## config.mk

```make
export PLATFORM = sky130hd
export DESIGN_NAME = timer_irq_and_ab_io_control
export DESIGN_NICKNAME = d
export VERILOG_FILES = /design/src/timer_irq_pkg.sv /design/src/event_flag.sv /design/src/chan_io.sv /design/src/timer_irq_and_ab_io_control.sv
export SDC_FILE = /design/constraint.sdc
export NUM_CORES = 1
export LEC_CHECK = 0
export BUFFER_PORTS_ARGS = -buffer_cell sky130_fd_sc_hd__buf_2
export CAP_MARGIN = 40
export CORE_MARGIN = 2
export CORE_UTILIZATION = 55
export DETAILED_ROUTE_END_ITERATION = 10
export PLACE_DENSITY_LB_ADDON = 0.08
export SETUP_SLACK_MARGIN = 0.1
export SLEW_MARGIN = 20
export SYNTH_ARGS = -nofsm -noshare
export SYNTH_HDL_FRONTEND = slang
export SYNTH_SLANG_ARGS = --single-unit
```

## constraint.sdc

```tcl
create_clock -name clock_i -period 3.1 [get_ports clock_i]
set_input_delay 0.62 -clock clock_i [delete_from_list [all_inputs] [get_ports clock_i]]
set_output_delay 0.62 -clock clock_i [all_outputs]
set_load 0.005 [all_outputs]
```

## src/timer_irq_pkg.sv

```systemverilog
// Shared constants for the timer interrupt and channel A/B pin control block
package timer_irq_pkg;

    // ************************************************************
    // Register map, byte addresses of aligned 32-bit words
    // ************************************************************
    localparam int         ADDR_W         = 6;
    localparam logic [5:0] OFS_IRQ_EN     = 6'h00;
    localparam logic [5:0] OFS_STATUS     = 6'h04;
    localparam logic [5:0] OFS_IO_CTL     = 6'h08;
    localparam logic [5:0] OFS_COUNTER    = 6'h0c;
    localparam logic [5:0] OFS_GR_BASE    = 6'h10;
    localparam logic [5:0] OFS_RUN        = 6'h20;
    localparam int         GR_STRIDE      = 4;

    // ************************************************************
    // Field positions
    // ************************************************************
    localparam int         NUM_CH         = 4;
    localparam int         NUM_IO_CH      = 2;
    localparam int         NUM_FLAGS      = 5;
    localparam int         WRAP_IDX       = 4;
    localparam int         BIT_WRAP       = 7;
    localparam int         IO_CH_STRIDE   = 4;
    localparam int         BIT_FUNC_SEL   = 2;
    localparam int         BIT_ACTION_HI  = 1;
    localparam int         BIT_RUN        = 0;
    localparam logic [7:0] IE_RSV_MASK    = 8'h70;
    localparam logic [7:0] STAT_RSV_MASK  = 8'h70;
    localparam logic [7:0] IOC_RSV_MASK   = 8'h88;

    // ************************************************************
    // Reset values
    // ************************************************************
    localparam logic [7:0]  IE_RESET      = 8'h00;
    localparam logic [7:0]  IOC_RESET     = 8'h00;
    localparam logic [15:0] CNT_RESET     = 16'h0000;
    localparam logic [15:0] GR_RESET      = 16'hffff;

    // ************************************************************
    // Pin action and capture edge codes
    // ************************************************************
    localparam logic [1:0] ACT_NONE       = 2'b00;
    localparam logic [1:0] ACT_LOW        = 2'b01;
    localparam logic [1:0] ACT_HIGH       = 2'b10;
    localparam logic [1:0] ACT_TOGGLE     = 2'b11;
    localparam logic [1:0] EDGE_RISE      = 2'b00;
    localparam logic [1:0] EDGE_FALL      = 2'b01;

endpackage

```

## src/event_flag.sv

```systemverilog
// Sticky event flag cleared by read-as-one then write-zero
`timescale 1ns/1ps
module event_flag (
    // Clock and reset
    input  wire logic clock_i,
    input  wire logic nrst_i,
    // Event and software access
    input  wire logic set_i,
    input  wire logic arm_i,
    input  wire logic wr_i,
    input  wire logic wbit_i,
    // Flag state
    output logic      flag_o
);

    typedef struct packed {
        logic flag;
        logic armed;
    } flag_state_t;

    flag_state_t s_reg;
    flag_state_t s_next;

    always_comb
    begin
        s_next = s_reg;
        if (arm_i)
        begin
            s_next.armed = 1'b1;
        end
        if (wr_i)
        begin
            // Only a zero after a read that saw one clears
            if (s_reg.armed && !wbit_i)
            begin
                s_next.flag = 1'b0;
            end
            s_next.armed = 1'b0;
        end
        // Set beats a clear in the same cycle
        if (set_i)
        begin
            s_next.flag = 1'b1;
        end
    end

    always_ff @(posedge clock_i or negedge nrst_i)
    begin
        if (!nrst_i)
        begin
            s_reg <= '0;
        end
        else
        begin
            s_reg <= s_next;
        end
    end

    assign flag_o = s_reg.flag;

endmodule

```

## src/chan_io.sv

```systemverilog
// One channel pin: compare output action and capture edge detection
`timescale 1ns/1ps
module chan_io
    import timer_irq_pkg::*;
(
    // Clock and reset
    input  wire logic       clock_i,
    input  wire logic       nrst_i,
    // Pin and control
    input  wire logic       pin_i,
    input  wire logic       func_sel_i,
    input  wire logic [1:0] action_i,
    input  wire logic       match_i,
    // Results
    output logic            pin_o,
    output logic            capture_o
);

    typedef struct packed {
        logic primed;
        logic prev;
        logic level;
    } io_state_t;

    io_state_t s_reg;
    io_state_t s_next;
    logic      rise;
    logic      fall;

    // No edge is seen before the first sample after reset
    assign rise = s_reg.primed & pin_i & ~s_reg.prev;
    assign fall = s_reg.primed & ~pin_i & s_reg.prev;

    always_comb
    begin
        s_next        = s_reg;
        s_next.primed = 1'b1;
        s_next.prev   = pin_i;
        capture_o     = 1'b0;
        if (func_sel_i)
        begin
            if (action_i[BIT_ACTION_HI])
            begin
                capture_o = rise | fall;
            end
            else if (action_i == EDGE_FALL)
            begin
                capture_o = fall;
            end
            else
            begin
                capture_o = rise;
            end
        end
        else if (match_i)
        begin
            case (action_i)
                ACT_LOW:    s_next.level = 1'b0;
                ACT_HIGH:   s_next.level = 1'b1;
                ACT_TOGGLE: s_next.level = ~s_reg.level;
                default:    s_next.level = s_reg.level;
            endcase
        end
    end

    always_ff @(posedge clock_i or negedge nrst_i)
    begin
        if (!nrst_i)
        begin
            s_reg <= '0;
        end
        else
        begin
            s_reg <= s_next;
        end
    end

    assign pin_o = s_reg.level;

endmodule

```

## src/timer_irq_and_ab_io_control.sv

```systemverilog
// Timer counter, general registers, event flags, interrupt gating and A/B pin control
//
// The implementer's own choices: the register addresses and register access over Avalon-MM.
`timescale 1ns/1ps

module timer_irq_and_ab_io_control
    import timer_irq_pkg::*;
#(
    parameter int CNT_W = 16
)(
    // Clock and reset
    input  wire logic              clock_i,
    input  wire logic              nrst_i,
    // Avalon-MM slave
    input  wire logic [ADDR_W-1:0] avs_address_i,
    input  wire logic              avs_read_i,
    input  wire logic              avs_write_i,
    input  wire logic [31:0]       avs_writedata_i,
    input  wire logic [3:0]        avs_byteenable_i,
    output logic [31:0]            avs_readdata_o,
    output logic                   avs_waitrequest_o,
    // Channel pins
    input  wire logic              chan_a_pin_i,
    output logic                   chan_a_pin_o,
    output logic                   chan_a_pin_oe_n_o,
    input  wire logic              chan_b_pin_i,
    output logic                   chan_b_pin_o,
    output logic                   chan_b_pin_oe_n_o,
    // Interrupt requests
    output logic                   wrap_irq_o,
    output logic                   chan_a_irq_o,
    output logic                   chan_b_irq_o,
    output logic                   chan_c_irq_o,
    output logic                   chan_d_irq_o
);

    // ************************************************************
    // Parameter check
    // ************************************************************
    generate
        if (CNT_W < 2 || CNT_W > 16)
        begin : g_bad_width
            $error("CNT_W must lie between 2 and 16");
        end
    endgenerate

    // ************************************************************
    // State
    // ************************************************************
    typedef struct packed {
        logic                         ack;
        logic [31:0]                  rdata;
        logic [7:0]                   irq_en;
        logic [7:0]                   io_ctl;
        logic                         run;
        logic [CNT_W-1:0]             cnt;
        logic                         moved;
        logic [NUM_CH-1:0][CNT_W-1:0] gr;
    } state_t;

    state_t                 s_reg;
    state_t                 s_next;

    logic                   req;
    logic                   take;
    logic                   wr_take;
    logic                   stat_rd;
    logic                   stat_wr;
    logic                   cnt_wr;
    logic                   wrap;
    logic [NUM_CH-1:0]      cap_mode;
    logic [NUM_CH-1:0]      match;
    logic [NUM_CH-1:0]      capture;
    logic [NUM_FLAGS-1:0]   flag_set;
    logic [NUM_FLAGS-1:0]   flags;
    logic [7:0]             status_val;
    logic [NUM_IO_CH-1:0]   pin_in;
    logic [NUM_IO_CH-1:0]   pin_out;

    // Byte-lane merge for writes honouring byteenable
    function automatic logic [31:0] lane_merge(
        input logic [31:0] old_val,
        input logic [31:0] wdata,
        input logic [3:0]  be
    );
        logic [31:0] res;
        res = old_val;
        for (int b = 0; b < 4; b++)
        begin
            if (be[b])
            begin
                res[b*8 +: 8] = wdata[b*8 +: 8];
            end
        end
        return res;
    endfunction

    // ************************************************************
    // Bus handshake
    // ************************************************************
    // Every access waits exactly one cycle; this keeps read data registered
    assign req               = avs_read_i | avs_write_i;
    assign take              = req & s_reg.ack;
    assign wr_take           = take & avs_write_i;
    assign avs_waitrequest_o = req & ~s_reg.ack;
    assign avs_readdata_o    = s_reg.rdata;

    assign stat_rd = take & avs_read_i & (avs_address_i == OFS_STATUS);
    assign stat_wr = wr_take & (avs_address_i == OFS_STATUS) & avs_byteenable_i[0];
    assign cnt_wr  = wr_take & (avs_address_i == OFS_COUNTER);

    // ************************************************************
    // Counter events
    // ************************************************************
    assign wrap = s_reg.run & ~cnt_wr & (&s_reg.cnt);

    assign cap_mode[0] = s_reg.io_ctl[BIT_FUNC_SEL];
    assign cap_mode[1] = s_reg.io_ctl[IO_CH_STRIDE + BIT_FUNC_SEL];
    assign cap_mode[2] = 1'b0;
    assign cap_mode[3] = 1'b0;

    assign capture[NUM_CH-1:NUM_IO_CH] = '0;
    assign pin_in = {chan_b_pin_i, chan_a_pin_i};

    genvar k;
    generate
        for (k = 0; k < NUM_CH; k++)
        begin : g_match
            // Match fires once per counted value, not while the counter is stopped
            assign match[k]    = ~cap_mode[k] & s_reg.moved & (s_reg.cnt == s_reg.gr[k]);
            assign flag_set[k] = match[k] | capture[k];
        end
        for (k = 0; k < NUM_IO_CH; k++)
        begin : g_io
            chan_io u_chan_io (
                .clock_i    (clock_i),
                .nrst_i     (nrst_i),
                .pin_i      (pin_in[k]),
                .func_sel_i (cap_mode[k]),
                .action_i   (s_reg.io_ctl[k*IO_CH_STRIDE +: 2]),
                .match_i    (match[k]),
                .pin_o      (pin_out[k]),
                .capture_o  (capture[k])
            );
        end
    endgenerate

    assign flag_set[WRAP_IDX] = wrap;

    // ************************************************************
    // Event flags
    // ************************************************************
    generate
        for (k = 0; k < NUM_FLAGS; k++)
        begin : g_flag
            localparam int B = (k == WRAP_IDX) ? BIT_WRAP : k;
            // Arm from the value software actually received
            event_flag u_flag (
                .clock_i (clock_i),
                .nrst_i  (nrst_i),
                .set_i   (flag_set[k]),
                .arm_i   (stat_rd & s_reg.rdata[B]),
                .wr_i    (stat_wr),
                .wbit_i  (avs_writedata_i[B]),
                .flag_o  (flags[k])
            );
        end
    endgenerate

    assign status_val = {flags[WRAP_IDX], 3'b000, flags[NUM_CH-1:0]} | STAT_RSV_MASK;

    // ************************************************************
    // Next state
    // ************************************************************
    always_comb
    begin
        logic [31:0] merged;
        merged = lane_merge(32'h0000_0000, avs_writedata_i, avs_byteenable_i);
        s_next = s_reg;
        s_next.ack = req & ~s_reg.ack;

        // Read data are sampled during the wait cycle
        if (avs_read_i && !s_reg.ack)
        begin
            case (avs_address_i)
                OFS_IRQ_EN:  s_next.rdata = {24'h000000, s_reg.irq_en | IE_RSV_MASK};
                OFS_STATUS:  s_next.rdata = {24'h000000, status_val};
                OFS_IO_CTL:  s_next.rdata = {24'h000000, s_reg.io_ctl | IOC_RSV_MASK};
                OFS_COUNTER: s_next.rdata = 32'(s_reg.cnt);
                OFS_RUN:     s_next.rdata = 32'(s_reg.run);
                default:
                begin
                    s_next.rdata = 32'h0000_0000;
                    for (int g = 0; g < NUM_CH; g++)
                    begin
                        if (avs_address_i == OFS_GR_BASE + 6'(g * GR_STRIDE))
                        begin
                            s_next.rdata = 32'(s_reg.gr[g]);
                        end
                    end
                end
            endcase
        end

        // Register writes
        if (wr_take)
        begin
            case (avs_address_i)
                OFS_IRQ_EN:
                begin
                    merged = lane_merge(32'(s_reg.irq_en), avs_writedata_i, avs_byteenable_i);
                    s_next.irq_en = merged[7:0] & ~IE_RSV_MASK;
                end
                OFS_IO_CTL:
                begin
                    merged = lane_merge(32'(s_reg.io_ctl), avs_writedata_i, avs_byteenable_i);
                    s_next.io_ctl = merged[7:0] & ~IOC_RSV_MASK;
                end
                OFS_RUN:
                begin
                    if (avs_byteenable_i[0])
                    begin
                        s_next.run = avs_writedata_i[BIT_RUN];
                    end
                end
                default:
                begin
                    s_next.run = s_reg.run;
                end
            endcase
        end

        // Counter: software write wins over counting
        s_next.moved = s_reg.run & ~cnt_wr;
        if (cnt_wr)
        begin
            merged = lane_merge(32'(s_reg.cnt), avs_writedata_i, avs_byteenable_i);
            s_next.cnt = merged[CNT_W-1:0];
        end
        else if (s_reg.run)
        begin
            s_next.cnt = s_reg.cnt + CNT_W'(1);
        end

        // General registers: a capture beats a software write
        for (int g = 0; g < NUM_CH; g++)
        begin
            if (capture[g])
            begin
                s_next.gr[g] = s_reg.cnt;
            end
            else if (wr_take && avs_address_i == OFS_GR_BASE + 6'(g * GR_STRIDE))
            begin
                merged = lane_merge(32'(s_reg.gr[g]), avs_writedata_i, avs_byteenable_i);
                s_next.gr[g] = merged[CNT_W-1:0];
            end
        end
    end

    // ************************************************************
    // State register
    // ************************************************************
    always_ff @(posedge clock_i or negedge nrst_i)
    begin
        if (!nrst_i)
        begin
            s_reg.ack    <= 1'b0;
            s_reg.rdata  <= 32'h0000_0000;
            s_reg.irq_en <= IE_RESET;
            s_reg.io_ctl <= IOC_RESET;
            s_reg.run    <= 1'b0;
            s_reg.cnt    <= CNT_RESET[CNT_W-1:0];
            s_reg.moved  <= 1'b0;
            s_reg.gr     <= {NUM_CH{GR_RESET[CNT_W-1:0]}};
        end
        else
        begin
            s_reg <= s_next;
        end
    end

    // ************************************************************
    // Outputs
    // ************************************************************
    assign chan_a_pin_o      = pin_out[0];
    assign chan_b_pin_o      = pin_out[1];
    // Pin is driven only in compare mode
    assign chan_a_pin_oe_n_o = cap_mode[0];
    assign chan_b_pin_oe_n_o = cap_mode[1];

    assign wrap_irq_o   = flags[WRAP_IDX] & s_reg.irq_en[BIT_WRAP];
    assign chan_a_irq_o = flags[0] & s_reg.irq_en[0];
    assign chan_b_irq_o = flags[1] & s_reg.irq_en[1];
    assign chan_c_irq_o = flags[2] & s_reg.irq_en[2];
    assign chan_d_irq_o = flags[3] & s_reg.irq_en[3];

endmodule

```

==> results_dict.tcl <==
set metrics [dict create \
    dp_hpwl_um 14000 \
    fp-row-count 42 \
    cts-htree-levels 4 \
    hold_viol_final 0 \
    grt_pass1_vias 5378 \
    fin_tns_setup_ns 0 \
    met1_length_um 8520 \
    cts_buffers 17 \
    ant_nets 0 \
    placed_cell_area_um2 7620 \
    postCtsResizedCells 0 \
    drt-pass1-iter-count 6 \
    first_iter_violations 497 \
    worstMarginPinSlew_ns 0.748 \
    wl_met2_um 8920 \
    final_util_pct 62.6 \
    core_um2 13100 \
    wl_um 19500 \
    viasPerCell 6.09 \
    worst-setup-path-type "flop to flop" \
    yosysUniqueCellTypes 59 \
    rsz0062_at_grt "no" \
    setup_violations 0 \
    fin_skew_ns 0.00958 \
    met3WireLength_um 1550 \
    hold_path.class "primary input to async pin" \
    cp-start-kind "flop" \
    cts_hold_buffers 0 \
    drive_gt1_share_pct 34.0 \
    drc 0 \
    fin_nets 765 \
    ys.flop_type "dfstp_2" \
    max_freq_ghz 0.441 \
    preCtsSetupSlack_ns 0.490 \
    die_w_um 119 \
    cts_root_buf "clkbuf_16" \
    slew_headroom_pct 49.7 \
    async_reset_ff_share_pct 100 \
    ctsLongestPathBuffers 2 \
    overflow 0 \
    areaGrowthSynthToFinish_pct 12.3 \
    mostFrequentLayoutCells "dfstp_2 (64), dfrtp_1 (61), nor2_1 (57)" \
    routed.top_layer "met4" \
    vias 5510 \
    wire_per_inst_um 21.6 \
    synth-edff-count 0 \
    grt_pass1_wl_um 31200 \
    p_per_area_nw_per_um2 622 \
    antenna_found_initial 0 \
    die_y_um 119 \
    grt_usage_pct 29.4 \
    period_needed_ns 2.27 \
    crit_required_ns 3.44 \
    start_util_pct 55.7 \
    antenna_cells 0 \
    grt_max_degree 60 \
    postCtsSetupBuffers 0 \
    synthCells 684 \
    crit_fanout 10 \
    setup_ws_ns 0.833 \
    synthesis.area_um2 7290 \
    syn_avg_cell_area_um2 10.7 \
    largest_reg_flops 92 \
    cts.sinks 125 \
    cts_tree "done" \
    final_common_cell "dfstp_2" \
    fin_crit_sh_pct 73.1 \
    cap_viol_max_count 0 \
    clk_pin_slew_ns 0.06 \
    worst_setup_path_end_kind "flop" \
    cp.arrival_ns 2.61 \
    seq_area_frac_synth_pct 44.0 \
    ir_drop_mv 0.420 \
    outcome "finished clean" \
    total_leakage_power_nw 3.53 \
    fin_area_um2 8190 \
    maxSlewViolCount 0 \
    num_io_pins 90 \
    portBuffers 55 \
    clk_latency_ns 0.42 \
    die_area_um2 14200 \
    gp_congestion 0.892 \
    synth-seq-cells 125 \
    ys_warn_count 0 \
]
[through the flow]
stage | hold WS, ns | std cells | total power [mW]
after CTS | 0.150 | 905 | 5.09
after global placement | 0.457 | 872 | 3.17
final | 0.149 | 905 | 5.09
after global routing | 0.172 | 905 | 5.30
after floorplan | 0.324 | 699 | 2.85
after detailed placement | 0.465 | 873 | 3.19
[worst max-delay path, cell delays in order (launching register included)]
cell and delay (ns):
dfrtp_1 0.52, xnor2_1 0.43, nand4_1 0.18, nor4_1 0.70, a31oi_1 0.16, a41oi_1 0.19
[cell families (layout without fill, tap and decap cells)]
logic type	after synthesis	in the layout	synth area share, %
AOI/OAI and AO/OA	119	119	10.2
muxes	101	101	17.7
and+or+nand+nor	190	190	13.8
DFF	125	125	44.0
xor gates and xnor gates	66	66	7.93
adders and majority gates	1	1	0.172
other	2	17	0.103
buffers and inverters	80	110	6.09
[per-layer routing]
metal / global-route usage [%] / up-vias
met2: 43.8 / 254
li1: - / 2483
met1: 41.5 / 2740
met5: 0 / -
met4: 12.4 / 0
met3: 6.94 / 33
[final timing paths]
| kind | startpoint | endpoint | slack [ns] | cells past startpoint |
|---|---|---|---|---|
| worst max-delay path | s_reg[80] | g_io[0].u_chan_io.pin_o | 0.83 | 5 |
| worst min-delay path | nrst_i | g_flag[0].u_flag.s_reg[0] | 0.15 | 1 |
| worst max register to register | s_reg[80] | g_io[0].u_chan_io.pin_o | 0.83 | 5 |
| worst min register to register | avs_readdata_o[4] | avs_readdata_o[4] | 0.47 | 2 |
| max in group asynchronous | nrst_i | s_reg[13] | 2.10 | 2 |
| min in group clock_i | chan_b_pin_i | g_io[1].u_chan_io.s_reg[1] | 0.34 | 1 |
[power breakdown]
group	leakage, nW	internal [mW]	total (mW)	switching (mW)
logic	1.80	0.472	0.985	0.513
clock network	0.272	1.16	1.90	0.741
registers	1.46	1.90	2.20	0.298
[cell type report]
type | instances | area, µm²
fill | 1081 | 4900
multi-input combinational | 494 | 3720
sequential | 125 | 3210
clock buffer | 22 | 474
timing repair buffer | 74 | 465
tap | 176 | 220
clock inverter | 10 | 90.1
inverter | 4 | 15.0
[cell usage after synthesis, types with 7 or more instances]
cell,count,area [µm²]
dfrtp_1,61,1530
nand4_1,17,106
nand3_1,13,65.1
mux2_2,46,518
dfstp_2,64,1680
a22oi_1,9,67.6
buf_2,7,35.0
mux4_2,18,405
a21oi_1,54,270
buf_4,32,240
nor3_1,14,70.1
xor2_1,27,236
o21ai_0,15,75.1
mux2i_1,37,370
xnor2_1,39,342
nand2_1,44,165
nor2_1,57,214
clkbuf_1,29,109
(Power assumes the default switching activity.)
